**config.mk**
```make
export PLATFORM = sky130hd
export DESIGN_NAME = cpx_top
export DESIGN_NICKNAME = d
export VERILOG_FILES = /design/src/rtl/cpx_pkg.sv /design/src/rtl/cpx_lane_gate.sv /design/src/rtl/cpx_axil_slave.sv /design/src/rtl/cpx_top.sv
export SDC_FILE = /design/constraint.sdc
export NUM_CORES = 1
export LEC_CHECK = 0
export BUFFER_PORTS_ARGS = -buffer_cell sky130_fd_sc_hd__buf_2
export CAP_MARGIN = 40
export CORE_UTILIZATION = 50
export DETAILED_ROUTE_END_ITERATION = 10
export GPL_TIMING_DRIVEN = 0
export PLACE_DENSITY = 0.87
export SLEW_MARGIN = 20
export SYNTH_ARGS = -nofsm -noshare
export SYNTH_HDL_FRONTEND = slang
export SYNTH_SLANG_ARGS = --single-unit
```
**constraint.sdc**
```tcl
create_clock -name core_clk -period 2.8 [get_ports core_clk]
set_clock_uncertainty 0.1 [all_clocks]
set_input_delay 0.14 -clock core_clk [delete_from_list [all_inputs] [get_ports core_clk]]
set_output_delay 0.14 -clock core_clk [all_outputs]
set_load 0.02 [all_outputs]
```
**src/rtl/cpx_pkg.sv**
```systemverilog
// Package of register map, field layout and encodings for the power-down and extra-lane block
package cpx_pkg;

	// ==========================================================
	// Bus geometry
	localparam int unsigned ADDR_W = 12;
	localparam int unsigned DATA_W = 32;
	localparam int unsigned STRB_W = DATA_W / 8;
	localparam int unsigned REG_W  = 8;

	// ==========================================================
	// Register indices and byte addresses (byte address = 4 x index)
	localparam logic [ADDR_W-1:0] IDX_CHAN_PD     = 12'h209;
	localparam logic [ADDR_W-1:0] IDX_EXTRA_A     = 12'h20a;
	localparam logic [ADDR_W-1:0] IDX_STATUS      = 12'h20c;
	localparam logic [ADDR_W-1:0] ADDR_CHAN_PD    = {IDX_CHAN_PD[ADDR_W-3:0], 2'b00};
	localparam logic [ADDR_W-1:0] ADDR_EXTRA_A    = {IDX_EXTRA_A[ADDR_W-3:0], 2'b00};
	localparam logic [ADDR_W-1:0] ADDR_STATUS     = {IDX_STATUS[ADDR_W-3:0], 2'b00};

	// ==========================================================
	// Field positions
	localparam int unsigned PD_CHAN_A_BIT     = 0;
	localparam int unsigned PD_CHAN_B_BIT     = 1;
	localparam int unsigned EXTRA_SER_BIT     = 0;
	localparam int unsigned STAT_SUBSYS_BIT   = 0;
	localparam int unsigned STAT_B_UNDEF_BIT  = 1;
	localparam int unsigned STAT_LATE_WR_BIT  = 2;

	// ==========================================================
	// Reset values
	localparam logic [REG_W-1:0] CHAN_PD_RST  = 8'h00;
	localparam logic [REG_W-1:0] EXTRA_A_RST  = 8'h00;

	// ==========================================================
	// Link test select codes
	localparam int unsigned       TEST_W         = 5;
	localparam logic [TEST_W-1:0] TEST_NORMAL    = 5'h00;
	localparam logic [TEST_W-1:0] TEST_ALT_DATA  = 5'h05;
	localparam logic [TEST_W-1:0] TEST_RAMP      = 5'h04;

	// ==========================================================
	// Bus responses
	localparam logic [1:0] RESP_OKAY   = 2'h0;
	localparam logic [1:0] RESP_SLVERR = 2'h2;

endpackage : cpx_pkg

```
**src/rtl/cpx_lane_gate.sv**
```systemverilog
// One serial lane: clock gating and test-pattern choice
module cpx_lane_gate
	import cpx_pkg::*;
(
	// Lane requests
	input  wire logic                      modeUsed,
	input  wire logic                      extraLane,
	input  wire logic                      extraSer,
	input  wire logic                      subsysPd,
	input  wire logic [cpx_pkg::TEST_W-1:0] testSel,
	// Serializer clock chain
	input  wire logic                      lowerSerOk,
	output logic                           serOkOut,
	// Next values
	output logic                           linkClkNext,
	output logic                           serClkNext,
	output logic [cpx_pkg::TEST_W-1:0]     testNext
);
	logic serWanted;
	logic extraOnly;

	assign serWanted   = modeUsed | (extraLane & extraSer);
	assign serOkOut    = serWanted & lowerSerOk;
	assign serClkNext  = serOkOut & ~subsysPd;
	assign linkClkNext = (modeUsed | extraLane) & ~subsysPd;
	assign extraOnly   = extraLane & ~modeUsed;
	// Extra-only lanes send a ramp instead of undefined sample data
	assign testNext    = (extraOnly && (testSel == TEST_NORMAL || testSel == TEST_ALT_DATA))
	                     ? TEST_RAMP : testSel;

endmodule : cpx_lane_gate

```
**src/rtl/cpx_axil_slave.sv**
```systemverilog
// AXI4-Lite slave front end: one write and one read in flight
module cpx_axil_slave
	import cpx_pkg::*;
(
	// Clock and reset
	input  wire logic                        core_clk,
	input  wire logic                        rst_n,
	// Write address and data
	input  wire logic [cpx_pkg::ADDR_W-1:0]  s_axil_awaddr,
	input  wire logic                        s_axil_awvalid,
	output logic                             s_axil_awready,
	input  wire logic [cpx_pkg::DATA_W-1:0]  s_axil_wdata,
	input  wire logic [cpx_pkg::STRB_W-1:0]  s_axil_wstrb,
	input  wire logic                        s_axil_wvalid,
	output logic                             s_axil_wready,
	// Write response
	output logic [1:0]                       s_axil_bresp,
	output logic                             s_axil_bvalid,
	input  wire logic                        s_axil_bready,
	// Read address and data
	input  wire logic [cpx_pkg::ADDR_W-1:0]  s_axil_araddr,
	input  wire logic                        s_axil_arvalid,
	output logic                             s_axil_arready,
	output logic [cpx_pkg::DATA_W-1:0]       s_axil_rdata,
	output logic [1:0]                       s_axil_rresp,
	output logic                             s_axil_rvalid,
	input  wire logic                        s_axil_rready,
	// Register file side
	output logic                             wrEn,
	output logic [cpx_pkg::ADDR_W-1:0]       wrAddr,
	output logic [cpx_pkg::DATA_W-1:0]       wrData,
	output logic [cpx_pkg::STRB_W-1:0]       wrStrb,
	input  wire logic                        wrHit,
	output logic [cpx_pkg::ADDR_W-1:0]       rdAddr,
	input  wire logic [cpx_pkg::DATA_W-1:0]  rdData,
	input  wire logic                        rdHit
);
	logic awHeld_reg;
	logic wHeld_reg;
	logic arHeld_reg;

	assign wrEn           = awHeld_reg & wHeld_reg;

	// ==========================================================
	// Write channel
	always_ff @(posedge core_clk) begin
		if (!rst_n) begin
			awHeld_reg    <= 1'b0;
			wHeld_reg     <= 1'b0;
			wrAddr        <= '0;
			wrData        <= '0;
			wrStrb        <= '0;
			s_axil_bvalid <= 1'b0;
			s_axil_bresp  <= RESP_OKAY;
			// Readies are flops, high while idle
			s_axil_awready <= 1'b1;
			s_axil_wready  <= 1'b1;
		end else begin
			if (s_axil_awvalid && s_axil_awready) begin
				awHeld_reg     <= 1'b1;
				wrAddr         <= s_axil_awaddr;
				s_axil_awready <= 1'b0;
			end
			if (s_axil_wvalid && s_axil_wready) begin
				wHeld_reg     <= 1'b1;
				wrData        <= s_axil_wdata;
				wrStrb        <= s_axil_wstrb;
				s_axil_wready <= 1'b0;
			end
			if (wrEn) begin
				awHeld_reg    <= 1'b0;
				wHeld_reg     <= 1'b0;
				s_axil_bvalid <= 1'b1;
				s_axil_bresp  <= wrHit ? RESP_OKAY : RESP_SLVERR;
			end else if (s_axil_bready) begin
				s_axil_bvalid <= 1'b0;
				if (s_axil_bvalid) begin
					s_axil_awready <= 1'b1;
					s_axil_wready  <= 1'b1;
				end
			end
		end
	end

	// ==========================================================
	// Read channel
	always_ff @(posedge core_clk) begin
		if (!rst_n) begin
			arHeld_reg    <= 1'b0;
			rdAddr        <= '0;
			s_axil_rvalid <= 1'b0;
			s_axil_rdata  <= '0;
			s_axil_rresp  <= RESP_OKAY;
			s_axil_arready <= 1'b1;
		end else begin
			if (s_axil_arvalid && s_axil_arready) begin
				arHeld_reg     <= 1'b1;
				rdAddr         <= s_axil_araddr;
				s_axil_arready <= 1'b0;
			end
			if (arHeld_reg) begin
				arHeld_reg    <= 1'b0;
				s_axil_rvalid <= 1'b1;
				s_axil_rdata  <= rdHit ? rdData : '0;
				s_axil_rresp  <= rdHit ? RESP_OKAY : RESP_SLVERR;
			end else if (s_axil_rready) begin
				s_axil_rvalid <= 1'b0;
				if (s_axil_rvalid) begin
					s_axil_arready <= 1'b1;
				end
			end
		end
	end

endmodule : cpx_axil_slave

```
**src/rtl/cpx_top.sv**
```systemverilog
// Channel power-down and extra-lane enable register bank with clock and power gating
module cpx_top
	import cpx_pkg::*;
#(
	parameter int unsigned NUM_LANES = 8,
	parameter int unsigned NUM_DIG   = 2,
	parameter int unsigned MODE_W    = 5,
	parameter int unsigned B_DIG_IDX = 1
) (
	// Clock and reset
	input  wire logic                              core_clk,
	input  wire logic                              rst_n,
	// AXI4-Lite write address and data
	input  wire logic [cpx_pkg::ADDR_W-1:0]        s_axil_awaddr,
	input  wire logic                              s_axil_awvalid,
	output logic                                   s_axil_awready,
	input  wire logic [cpx_pkg::DATA_W-1:0]        s_axil_wdata,
	input  wire logic [cpx_pkg::STRB_W-1:0]        s_axil_wstrb,
	input  wire logic                              s_axil_wvalid,
	output logic                                   s_axil_wready,
	// AXI4-Lite write response
	output logic [1:0]                             s_axil_bresp,
	output logic                                   s_axil_bvalid,
	input  wire logic                              s_axil_bready,
	// AXI4-Lite read
	input  wire logic [cpx_pkg::ADDR_W-1:0]        s_axil_araddr,
	input  wire logic                              s_axil_arvalid,
	output logic                                   s_axil_arready,
	output logic [cpx_pkg::DATA_W-1:0]             s_axil_rdata,
	output logic [1:0]                             s_axil_rresp,
	output logic                                   s_axil_rvalid,
	input  wire logic                              s_axil_rready,
	// Link configuration from neighbouring registers
	input  wire logic                              serialLinkEnable,
	input  wire logic [MODE_W-1:0]                 linkModeSelect,
	input  wire logic [cpx_pkg::TEST_W-1:0]        linkTestSelect,
	input  wire logic [NUM_LANES-1:0]              modeLaneMask,
	input  wire logic                              modeCarriesAbOnLinkA,
	input  wire logic [NUM_DIG-1:0]                digitalChannelBinding,
	// Converter and digital channel power
	output logic                                   convAPowerDown,
	output logic                                   convBPowerDown,
	output logic [NUM_DIG-1:0]                     digChanPowerDown,
	// Serial subsystem power
	output logic                                   serialSubsysPowerDown,
	output logic                                   serPllPowerDown,
	output logic                                   mfClkPowerDown,
	output logic                                   sampleBUndefined,
	// Per-lane controls
	output logic [NUM_LANES-1:0]                   laneLinkClkEn,
	output logic [NUM_LANES-1:0]                   laneSerClkEn,
	output logic [NUM_LANES*cpx_pkg::TEST_W-1:0]   laneTestSelect,
	output logic [MODE_W-1:0]                      laneRateMode
);

	// ==========================================================
	// Declarations
	logic [REG_W-1:0]            chanPd_reg;
	logic [REG_W-1:0]            extraA_reg;
	logic                        lateWrite_reg;
	logic                        wrEn;
	logic [ADDR_W-1:0]           wrAddr;
	logic [DATA_W-1:0]           wrData;
	logic [STRB_W-1:0]           wrStrb;
	logic                        wrHit;
	logic [ADDR_W-1:0]           rdAddr;
	logic [DATA_W-1:0]           rdData;
	logic                        rdHit;
	logic                        wrChanPd;
	logic                        wrExtra;
	logic                        wrStatus;
	logic                        pdA;
	logic                        pdB;
	logic                        subsysPd_next;
	logic [NUM_DIG-1:0]          digPd_next;
	logic                        bUndef_next;
	logic [NUM_LANES-1:0]        extraLaneVec;
	logic [NUM_LANES:0]          serOkChain;
	logic [NUM_LANES-1:0]        linkClk_next;
	logic [NUM_LANES-1:0]        serClk_next;
	logic [NUM_LANES*TEST_W-1:0] laneTest_next;

	// ==========================================================
	// Bus front end
	cpx_axil_slave u_bus (
		.core_clk       (core_clk),
		.rst_n          (rst_n),
		.s_axil_awaddr  (s_axil_awaddr),
		.s_axil_awvalid (s_axil_awvalid),
		.s_axil_awready (s_axil_awready),
		.s_axil_wdata   (s_axil_wdata),
		.s_axil_wstrb   (s_axil_wstrb),
		.s_axil_wvalid  (s_axil_wvalid),
		.s_axil_wready  (s_axil_wready),
		.s_axil_bresp   (s_axil_bresp),
		.s_axil_bvalid  (s_axil_bvalid),
		.s_axil_bready  (s_axil_bready),
		.s_axil_araddr  (s_axil_araddr),
		.s_axil_arvalid (s_axil_arvalid),
		.s_axil_arready (s_axil_arready),
		.s_axil_rdata   (s_axil_rdata),
		.s_axil_rresp   (s_axil_rresp),
		.s_axil_rvalid  (s_axil_rvalid),
		.s_axil_rready  (s_axil_rready),
		.wrEn           (wrEn),
		.wrAddr         (wrAddr),
		.wrData         (wrData),
		.wrStrb         (wrStrb),
		.wrHit          (wrHit),
		.rdAddr         (rdAddr),
		.rdData         (rdData),
		.rdHit          (rdHit)
	);

	// ==========================================================
	// Address decode
	assign wrHit    = (wrAddr == ADDR_CHAN_PD) || (wrAddr == ADDR_EXTRA_A) || (wrAddr == ADDR_STATUS);
	assign wrChanPd = wrEn && (wrAddr == ADDR_CHAN_PD) && wrStrb[0];
	assign wrExtra  = wrEn && (wrAddr == ADDR_EXTRA_A) && wrStrb[0];
	assign wrStatus = wrEn && (wrAddr == ADDR_STATUS) && wrStrb[0];

	always_comb begin
		rdHit  = 1'b1;
		rdData = '0;
		case (rdAddr)
			ADDR_CHAN_PD: rdData[REG_W-1:0] = chanPd_reg;
			ADDR_EXTRA_A: rdData[REG_W-1:0] = extraA_reg;
			ADDR_STATUS: begin
				rdData[STAT_SUBSYS_BIT]  = serialSubsysPowerDown;
				rdData[STAT_B_UNDEF_BIT] = sampleBUndefined;
				rdData[STAT_LATE_WR_BIT] = lateWrite_reg;
			end
			default: rdHit = 1'b0;
		endcase
	end

	// ==========================================================
	// Software registers
	always_ff @(posedge core_clk) begin
		if (!rst_n) begin
			chanPd_reg <= CHAN_PD_RST;
		end else if (wrChanPd) begin
			chanPd_reg <= wrData[REG_W-1:0];
		end
	end

	always_ff @(posedge core_clk) begin
		if (!rst_n) begin
			extraA_reg <= EXTRA_A_RST;
		end else if (wrExtra) begin
			extraA_reg <= wrData[REG_W-1:0];
		end
	end

	// Sticky flag: a change made while the link was running; set beats clear
	always_ff @(posedge core_clk) begin
		if (!rst_n) begin
			lateWrite_reg <= 1'b0;
		end else if ((wrChanPd || wrExtra) && serialLinkEnable) begin
			lateWrite_reg <= 1'b1;
		end else if (wrStatus && wrData[STAT_LATE_WR_BIT]) begin
			lateWrite_reg <= 1'b0;
		end
	end

	// ==========================================================
	// Power-down decode
	assign pdA           = chanPd_reg[PD_CHAN_A_BIT];
	assign pdB           = chanPd_reg[PD_CHAN_B_BIT];
	assign subsysPd_next = pdA & pdB;

	always_comb begin
		for (int i = 0; i < NUM_DIG; i++) begin
			digPd_next[i] = digitalChannelBinding[i] ? pdB : pdA;
		end
	end

	// Link A keeps running; only the B sample slots lose meaning
	assign bUndef_next = modeCarriesAbOnLinkA & digPd_next[B_DIG_IDX] & ~subsysPd_next;

	always_ff @(posedge core_clk) begin
		if (!rst_n) begin
			convAPowerDown        <= 1'b0;
			convBPowerDown        <= 1'b0;
			digChanPowerDown      <= '0;
			serialSubsysPowerDown <= 1'b0;
			serPllPowerDown       <= 1'b0;
			mfClkPowerDown        <= 1'b0;
			sampleBUndefined      <= 1'b0;
		end else begin
			convAPowerDown        <= pdA;
			convBPowerDown        <= pdB;
			digChanPowerDown      <= digPd_next;
			serialSubsysPowerDown <= subsysPd_next;
			serPllPowerDown       <= subsysPd_next;
			mfClkPowerDown        <= subsysPd_next;
			sampleBUndefined      <= bUndef_next;
		end
	end

	// ==========================================================
	// Lane gating
	assign extraLaneVec  = {extraA_reg[NUM_LANES-1:1], 1'b0};
	assign serOkChain[0] = 1'b1;

	for (genvar n = 0; n < NUM_LANES; n++) begin : g_lane
		cpx_lane_gate u_lane (
			.modeUsed    (modeLaneMask[n]),
			.extraLane   (extraLaneVec[n]),
			.extraSer    (extraA_reg[EXTRA_SER_BIT]),
			.subsysPd    (subsysPd_next),
			.testSel     (linkTestSelect),
			.lowerSerOk  (serOkChain[n]),
			.serOkOut    (serOkChain[n+1]),
			.linkClkNext (linkClk_next[n]),
			.serClkNext  (serClk_next[n]),
			.testNext    (laneTest_next[n*TEST_W +: TEST_W])
		);
	end

	always_ff @(posedge core_clk) begin
		if (!rst_n) begin
			laneLinkClkEn  <= '0;
			laneSerClkEn   <= '0;
			laneTestSelect <= '0;
			laneRateMode   <= '0;
		end else begin
			laneLinkClkEn  <= linkClk_next;
			laneSerClkEn   <= serClk_next;
			laneTestSelect <= laneTest_next;
			laneRateMode   <= linkModeSelect;
		end
	end

	// ==========================================================
	// Assertions
	AST_CHAN_B_PD: assert property (@(posedge core_clk) disable iff (!rst_n)
		chanPd_reg[PD_CHAN_B_BIT] |=> convBPowerDown)
		else $error("Channel B not powered down after its bit was set");

	AST_CHAN_A_PD: assert property (@(posedge core_clk) disable iff (!rst_n)
		$rose(chanPd_reg[PD_CHAN_A_BIT]) |=> convAPowerDown ##1 (convAPowerDown == $past(pdA)))
		else $error("Channel A power-down does not follow its bit");

	AST_BIND: assert property (@(posedge core_clk) disable iff (!rst_n)
		$past(rst_n) |-> digChanPowerDown[0] ==
			($past(digitalChannelBinding[0]) ? convBPowerDown : convAPowerDown))
		else $error("Digital channel power-down ignores its binding");

	AST_SUBSYS: assert property (@(posedge core_clk) disable iff (!rst_n)
		(serialSubsysPowerDown && serPllPowerDown && mfClkPowerDown) == (convAPowerDown && convBPowerDown))
		else $error("Serial subsystem power-down does not match both channels down");

	AST_B_UNDEF: assert property (@(posedge core_clk) disable iff (!rst_n)
		sampleBUndefined |-> !serialSubsysPowerDown && digChanPowerDown[B_DIG_IDX])
		else $error("B samples flagged undefined while link A is down");

	AST_EXTRA_CLK: assert property (@(posedge core_clk) disable iff (!rst_n)
		(extraA_reg[3] && !subsysPd_next) |=> laneLinkClkEn[3])
		else $error("Extra lane link clock not enabled");

	AST_EXTRA_SER_OFF: assert property (@(posedge core_clk) disable iff (!rst_n)
		(!extraA_reg[EXTRA_SER_BIT] && !modeLaneMask[1]) |=> !laneSerClkEn[1])
		else $error("Extra serializer clocked with serializer enable clear");

	AST_RAMP: assert property (@(posedge core_clk) disable iff (!rst_n)
		(extraA_reg[2] && !modeLaneMask[2] && linkTestSelect == TEST_ALT_DATA)
		|=> laneTestSelect[2*TEST_W +: TEST_W] == TEST_RAMP)
		else $error("Extra-only lane does not send the octet ramp");

	AST_NO_OVERRIDE: assert property (@(posedge core_clk) disable iff (!rst_n)
		serialSubsysPowerDown |-> (laneLinkClkEn == '0) && (laneSerClkEn == '0))
		else $error("Lane clocks running with the link powered down");

	AST_SER_CHAIN: assert property (@(posedge core_clk) disable iff (!rst_n)
		((laneSerClkEn + NUM_LANES'(1)) & laneSerClkEn) == '0)
		else $error("Serializer clocked with a lower lane disabled");

	AST_RESET_ZERO: assert property (@(posedge core_clk) disable iff (!rst_n)
		$past(!rst_n) |-> (chanPd_reg == CHAN_PD_RST) && (extraA_reg == EXTRA_A_RST))
		else $error("Registers not zero after reset");

	AST_READBACK: assert property (@(posedge core_clk) disable iff (!rst_n)
		wrChanPd |=> chanPd_reg == $past(wrData[REG_W-1:0]))
		else $error("Channel power-down register does not hold written value");

	AST_EXTRA_READBACK: assert property (@(posedge core_clk) disable iff (!rst_n)
		wrExtra |=> extraA_reg == $past(wrData[REG_W-1:0]))
		else $error("Extra-lane register does not hold written value");

	AST_CHAN_A_UP: assert property (@(posedge core_clk) disable iff (!rst_n)
		!chanPd_reg[PD_CHAN_A_BIT] |=> !convAPowerDown)
		else $error("Channel A powered down with its bit clear");

	AST_CHAN_B_UP: assert property (@(posedge core_clk) disable iff (!rst_n)
		!chanPd_reg[PD_CHAN_B_BIT] |=> !convBPowerDown)
		else $error("Channel B powered down with its bit clear");

	AST_DIG_B_BIND: assert property (@(posedge core_clk) disable iff (!rst_n)
		$past(rst_n) |-> digChanPowerDown[B_DIG_IDX] ==
			($past(digitalChannelBinding[B_DIG_IDX]) ? convBPowerDown : convAPowerDown))
		else $error("B digital channel power-down ignores its binding");

	AST_B_UNDEF_SET: assert property (@(posedge core_clk) disable iff (!rst_n)
		(modeCarriesAbOnLinkA && digPd_next[B_DIG_IDX] && !subsysPd_next) |=> sampleBUndefined)
		else $error("B samples not flagged undefined with link A up");

	AST_LINK_CLK_OFF: assert property (@(posedge core_clk) disable iff (!rst_n)
		(!extraA_reg[5] && !modeLaneMask[5]) |=> !laneLinkClkEn[5])
		else $error("Lane link clock running with no request");

	AST_EXTRA_SER_ON: assert property (@(posedge core_clk) disable iff (!rst_n)
		(extraA_reg[EXTRA_SER_BIT] && extraA_reg[1] && modeLaneMask[0] && !subsysPd_next) |=> laneSerClkEn[1])
		else $error("Extra serializer not clocked with serializer enable set");

	AST_RATE_MODE: assert property (@(posedge core_clk) disable iff (!rst_n)
		$past(rst_n) |-> laneRateMode == $past(linkModeSelect))
		else $error("Lane rate mode does not follow link mode");

	AST_USED_LANE_TEST: assert property (@(posedge core_clk) disable iff (!rst_n)
		(rst_n && modeLaneMask[1]) |=> laneTestSelect[TEST_W +: TEST_W] == $past(linkTestSelect))
		else $error("Mode lane does not follow link test select");

	AST_LANE0_UP: assert property (@(posedge core_clk) disable iff (!rst_n)
		(rst_n && modeLaneMask[0] && !subsysPd_next) |=> laneLinkClkEn[0] && laneSerClkEn[0])
		else $error("Mode lane stopped with the link powered up");

	AST_LATE_WRITE: assert property (@(posedge core_clk) disable iff (!rst_n)
		((wrChanPd || wrExtra) && serialLinkEnable) |=> lateWrite_reg)
		else $error("Write during running link not flagged");

endmodule : cpx_top

```
# == After elaboration in Yosys (flattened, before gate mapping) ==
# Cells that the tools add are included.
# op_classes
n_eq_ne,7
muxes,34
bitwise,63
n_reduce_logical,36
# ops
cell,n
12-bit == test (second input constant),6
1-bit bitwise AND,40
1-bit 2-to-1 mux,22
3-bit 2-to-1 mux,7
1-bit logical AND,18
2-bit OR reduction,9
1-bit OR,14
5-bit case mux with 2 select lines,1
1-bit NOT,9
3-bit case mux with 3 select lines,1
8-bit 2-to-1 mux,1
2-bit nonzero test,3
5-bit by 3-bit == test with 1-bit output (second input constant),1
5-bit zero test,1
1-bit logical OR,4
2-bit 2-to-1 mux,2
3-bit OR reduction,1
# totals
ff_bits,161
output_inout_bits,110

# == Longest topological paths before layout ==
# logic_depth
word_depth,10
ltp_mapped,5
depth_no_buf,4

# == Modules after synthesis ==
# From an unflattened synthesis, not the netlist that was laid out.
# hier_totals
hier_cells,752
area_unflattened_um2,7084.3
# modules_own_cells
mod,instances,cells_each,area_each_um2
cpx_axil_slave,1,383,3637.2
cpx_top,1,265,2866.5
cpx_lane_gate,8,13,72.6

# == Worst setup path before layout ==
# OpenSTA, ideal clock, no wires.
# synth_path
path_type,register to register
startpoint,register extraA_reg[3]
endpoint,register laneSerClkEn[7]
setup_ns,0.088
arrival_time_ns,1.421
t_required_ns,2.612
slack_ns,1.191
stages_incl_launch_ff,5
synth_period_minus_slack_ns,1.609
cell_sequence,dfxtp_1 -> nor2_1 -> or3_1 -> or3_4 -> nor4_2
# synth_between
elab_chain_len,8
# synth_rtl
element,line,rtl
from (decl),cpx_top.sv:59,logic [REG_W-1:0] extraA_reg;
from (signal assigned),cpx_top.sv:151,extraA_reg <= wrData[REG_W-1:0];
1-bit bitwise AND,cpx_lane_gate.sv:22,assign serWanted = modeUsed | (extraLane & extraSer);
1-bit OR,cpx_lane_gate.sv:22,
1-bit bitwise AND (5 in series),cpx_lane_gate.sv:23,assign serOkOut = serWanted & lowerSerOk;
1-bit bitwise AND,cpx_lane_gate.sv:24,assign serClkNext = serOkOut & ~subsysPd;
to (signal assigned),cpx_top.sv:229,laneSerClkEn <= serClk_next;
to (decl),cpx_top.sv:51,"output logic [NUM_LANES-1:0] laneSerClkEn,"
# No other way between the ends.
# A chain may end at the register's enable or synchronous reset.

# == Worst setup path in the final report ==
# layout_path
startpoint,register u_bus.s_axil_arready
endpoint,register u_bus.rdAddr[0] (netlist bit)
# layout_between
elab_chain_len,1
# layout_rtl
element,line,rtl
from (decl),cpx_axil_slave.sv:23,"output logic s_axil_arready,"
from (signal assigned),cpx_axil_slave.sv:94,s_axil_arready <= 1'b1;
from (signal assigned),cpx_axil_slave.sv:99,s_axil_arready <= 1'b0;
from (signal assigned),cpx_axil_slave.sv:109,s_axil_arready <= 1'b1;
1-bit logical AND,cpx_axil_slave.sv:96,if (s_axil_arvalid && s_axil_arready) begin
to (signal assigned),cpx_axil_slave.sv:98,rdAddr <= s_axil_araddr;
to (decl),cpx_axil_slave.sv:34,"output logic [cpx_pkg::ADDR_W-1:0] rdAddr,"
# No other way between the ends.

==> summary.md <==
## Drt
* 15.0 microns — WL/cell
* 4,448 — total number of vias
* 0 — antenna violation net count after detailed routing
* 0 — DR DRC count
* 5 — number of search-and-repair iterations in the first detailed-routing pass
* 225 — Initial DRC Count
* 5.03 — per-cell via count in the routed design
* 13.2 mm — total wirelength of the detailed-routed design

## Critical path
* u_bus.s_axil_arready$_SDFF_PN1_ — startpoint of the most critical register-to-register path
* u_bus.rdAddr[0]$_SDFFE_PN0P_ — worst r2r dst
* 3.14 ns — Worst Path Required
* flop — element type at the critical path end
* flop — CP Launch Type
* 4 — Worst Path Max Fanout
* and2_1 -> nand2_1 -> dlygate4sd3_1 -> a21oi_1 -> dlygate4sd3_1 — cell-by-cell trace of the critical path
* 2.46 ns — Data arrival, critical path
* dlygate4sd3_1 — cell type with the highest occurrence count on the critical path
* dlygate4sd3_1 — CP max stage cell
* reg -> reg — category of the most critical setup path
* 5 — r2r worst-path depth
* 0.58 ns — delay contributed by the slowest stage of the critical path
* 0.68 ns — minimum setup slack among reg-to-reg paths

## Clock tree
* clkbuf_8 — master cell of the clock root buffer
* 2 — buffer levels on the longest clock path
* 69 — count of hold-fix buffers inserted at cts
* 4 — H-tree Lvls
* 134 — clock tree sinks
* 0.50 ns — clock network latency to the later pin of the worst-skew pair
* 0 — PostCTS Resize Cnt
* 17 — number of clock buffers inserted by TritonCTS
* built — clock tree from TritonCTS
* 0 — buffers inserted by post-CTS timing repair
* 0.06 ns — clock-pin slew of the registers on the worst-case setup and hold paths

## Logic synthesis
* dfxtp_1 — Main synth FF type
* 42 — count of distinct cell types in the synthesized netlist
* 502 — cell count after synthesis
* 134 — post-synthesis register bit count
* 56.7% — sequential-to-total area share from yosys stat
* 4730 sq um — mapped cell area
* 0 — count of warnings emitted by yosys
* 9.43 sq um — mean post-synth cell area
* 0% — post-synthesis async set-or-reset flop share
* 0 — number of flops mapped to enable cells by yosys

## Power and ir drop
* 10.8% — Comb pwr share
* 4.55 mW — total power of the final layout
* 657 nW/um^2 — power density over cell area
* 44.6% — share of total power in sequential cells
* 3.33 mW — cell internal power dissipation
* 3.43 nW — leakage power of the design
* 26.9% — share of total power consumed by net switching
* 44.6% — clock share of power
* 0.387 mV — worst-case vdd ir drop
* 1.23 mW — switching component of the power

## Timing
* 62.2% — relative max-transition margin
* 75.7% — final cycle utilization of the critical path
* 0 — number of pins with negative max-slew slack in the final report
* 0.565 ns — transition at the pin with the smallest max-transition slack
* 0 — total setup violations reported at the end of the flow
* 0.472 GHz — maximum clock frequency
* 0.106 ns — hold slack final
* 0 ns — setup_tns
* 0 — Hold Violations, Final
* 2.12 ns — crit path time final
* 0.681 ns — least setup slack across all paths after layout
* false — setup repair after global routing missed its margin

## Place
* 8.48 mm — DP HPWL
* 0.848 — gpl congestion
* 0.923 ns — worst slack after detailed placement
* 144 — Buffers on Ports
* 782 — number of placed instances with taps included

## GRT
* 27.3% — GRT Overall Usage
* 4,351 — via count of the first global-routing pass
* 0 — gr ovfl total
* 0 — initial antenna violation count
* 20.8 mm — first-pass GRT wire length
* 17 — maximum number of pins on one net before global-route repair

## Layout
* 27.8% — fraction of final layout cells with drive strength greater than 1
* 0 — n_diodes
* 849 — nets
* laneTestSelect x40, u_bus.rdAddr x12, u_bus.wrAddr x12 — leading registers by flop count
* 46.4% — area overhead of the layout relative to synthesis
* 40 — number of flip-flops in the largest register
* laneTestSelect — Biggest register
* 884 — number of cells in the finished layout apart from fillers

## Die
* 9860 sq um — die area
* 9200 sq um — placeable core region
* 35 — row count
* 51.5% — initial core utilization
* 99.3 microns — width of the die
* 99.3 microns — vertical die dimension
* 199 — number of ports placed on the die boundary

## Hold path
* rst_n — Hold Path Origin
* in -> reg — path category of the worst min-delay check
* 2 — WHS Path Cells
* convBPowerDown$_SDFF_PN0_ — hold-critical path endpoint

## Status
* completed — result of the run

## Flow run
* 0 — Max-Cap Viols

area by class of cell:
class,count,area (sq um)
inverters,16,60.1
well taps,111,139
flip-flops and latches,134,2680
repair buffers,214,1420
fillers,594,2270
multi-input cells,329,1790
clock buffers,17,414
clock inverters,15,134
plain buffers,48,292
Yosys cell counts (3+ instances only):
master / instances / area (sq um)
a21oi_1: 43 / 215
a22o_1: 10 / 87.6
a22oi_1: 3 / 22.5
a2bb2oi_1: 3 / 26.3
a31oi_1: 9 / 56.3
a41o_1: 6 / 60.1
and2_1: 34 / 213
and3_1: 3 / 18.8
buf_4: 29 / 218
clkbuf_1: 15 / 56.3
dfxtp_1: 134 / 2680
inv_1: 14 / 52.6
mux2i_1: 16 / 160
nand2_1: 84 / 315
nand4_1: 3 / 18.8
nor2_1: 42 / 158
nor2b_1: 5 / 31.3
nor3_1: 5 / 25.0
o21ai_0: 11 / 55.1
xor2_1: 3 / 26.3
per-stage QoR:
| step | area, sq um | utilization, % |
|---|---|---|
| after floorplan | 4830 | - |
| after global placement | 5690 | 61.8 |
| after detailed placement | 5690 | 61.8 |
| after CTS | 6930 | 75.3 |
| after global routing | 6930 | 75.4 |
| final | 6930 | 75.4 |
placed cells by master (no fill, tap or decap), types with 3 or more instances in the layout:
cell	instances
a21oi_1	43
a22o_1	10
a22oi_1	3
a2bb2oi_1	3
a31oi_1	9
a41o_1	6
and2_1	34
and3_1	3
buf_2	146
buf_4	29
clkbuf_1	15
clkbuf_16	16
clkinvlp_4	4
conb_1	26
dfxtp_1	134
dlygate4sd3_1	69
inv_1	14
inv_6	6
inv_8	3
mux2i_1	16
nand2_1	84
nand4_1	3
nor2_1	42
nor2b_1	5
nor3_1	5
o21ai_0	11
xor2_1	3
logic make-up after synthesis:
family / share of synthesized area (%)
compound gates: 11.9
xor+xnor: 0.740
buf+inv: 7.43
flops: 56.7
mux: 3.38
other cells: 0.0792
simple gates: 19.8
how the worst max path moves through the flow:
| stage | to | slack, ns | start |
|---|---|---|---|
| final | u_bus.rdAddr[0]$_SDFFE_PN0P_ | 0.68 | u_bus.s_axil_arready$_SDFF_PN1_ |
| after global placement | u_bus.s_axil_rdata[7]$_SDFFE_PN0P_ | 0.99 | u_bus.rdAddr[6]$_SDFFE_PN0P_ |
| after floorplan | laneSerClkEn[7]$_SDFF_PN0_ | 1.19 | extraA_reg[3]$_SDFFE_PN0P_ |
| after CTS | u_bus.rdAddr[0]$_SDFFE_PN0P_ | 0.79 | u_bus.s_axil_arready$_SDFF_PN1_ |
| after global routing | u_bus.rdAddr[0]$_SDFFE_PN0P_ | 0.60 | u_bus.s_axil_arready$_SDFF_PN1_ |
| after detailed placement | extraA_reg[4]$_SDFFE_PN0P_ | 0.92 | u_bus.wrAddr[3]$_SDFFE_PN0P_ |
critical path, delay by kind of cell (launching register included):
family / cells / cell delay (ns)
flops: 1 / 0.37
buf+inv: 2 / 1.14
simple gates: 2 / 0.27
compound gates: 1 / 0.17
power groups by stage:
stage	Sequential [mW]	Clock (mW)	Combinational, mW
detailed placement	2.07	0	0.402
finish	2.03	2.03	0.492
floorplan	2.12	0	0.202
CTS	2.03	2.05	0.479
global placement	2.06	0	0.392
global route	2.04	2.13	0.533
metal layers:
layer  routed length, microns  up-vias  global-route usage (%)
li1                         -     2152                       -
met1                     5360     2049                    30.7
met2                     6600      216                    49.1
met3                      938       31                    6.11
met4                      321        0                    12.3
met5                        0        -                       0
Note: power is estimated with default switching activity, not from simulation.
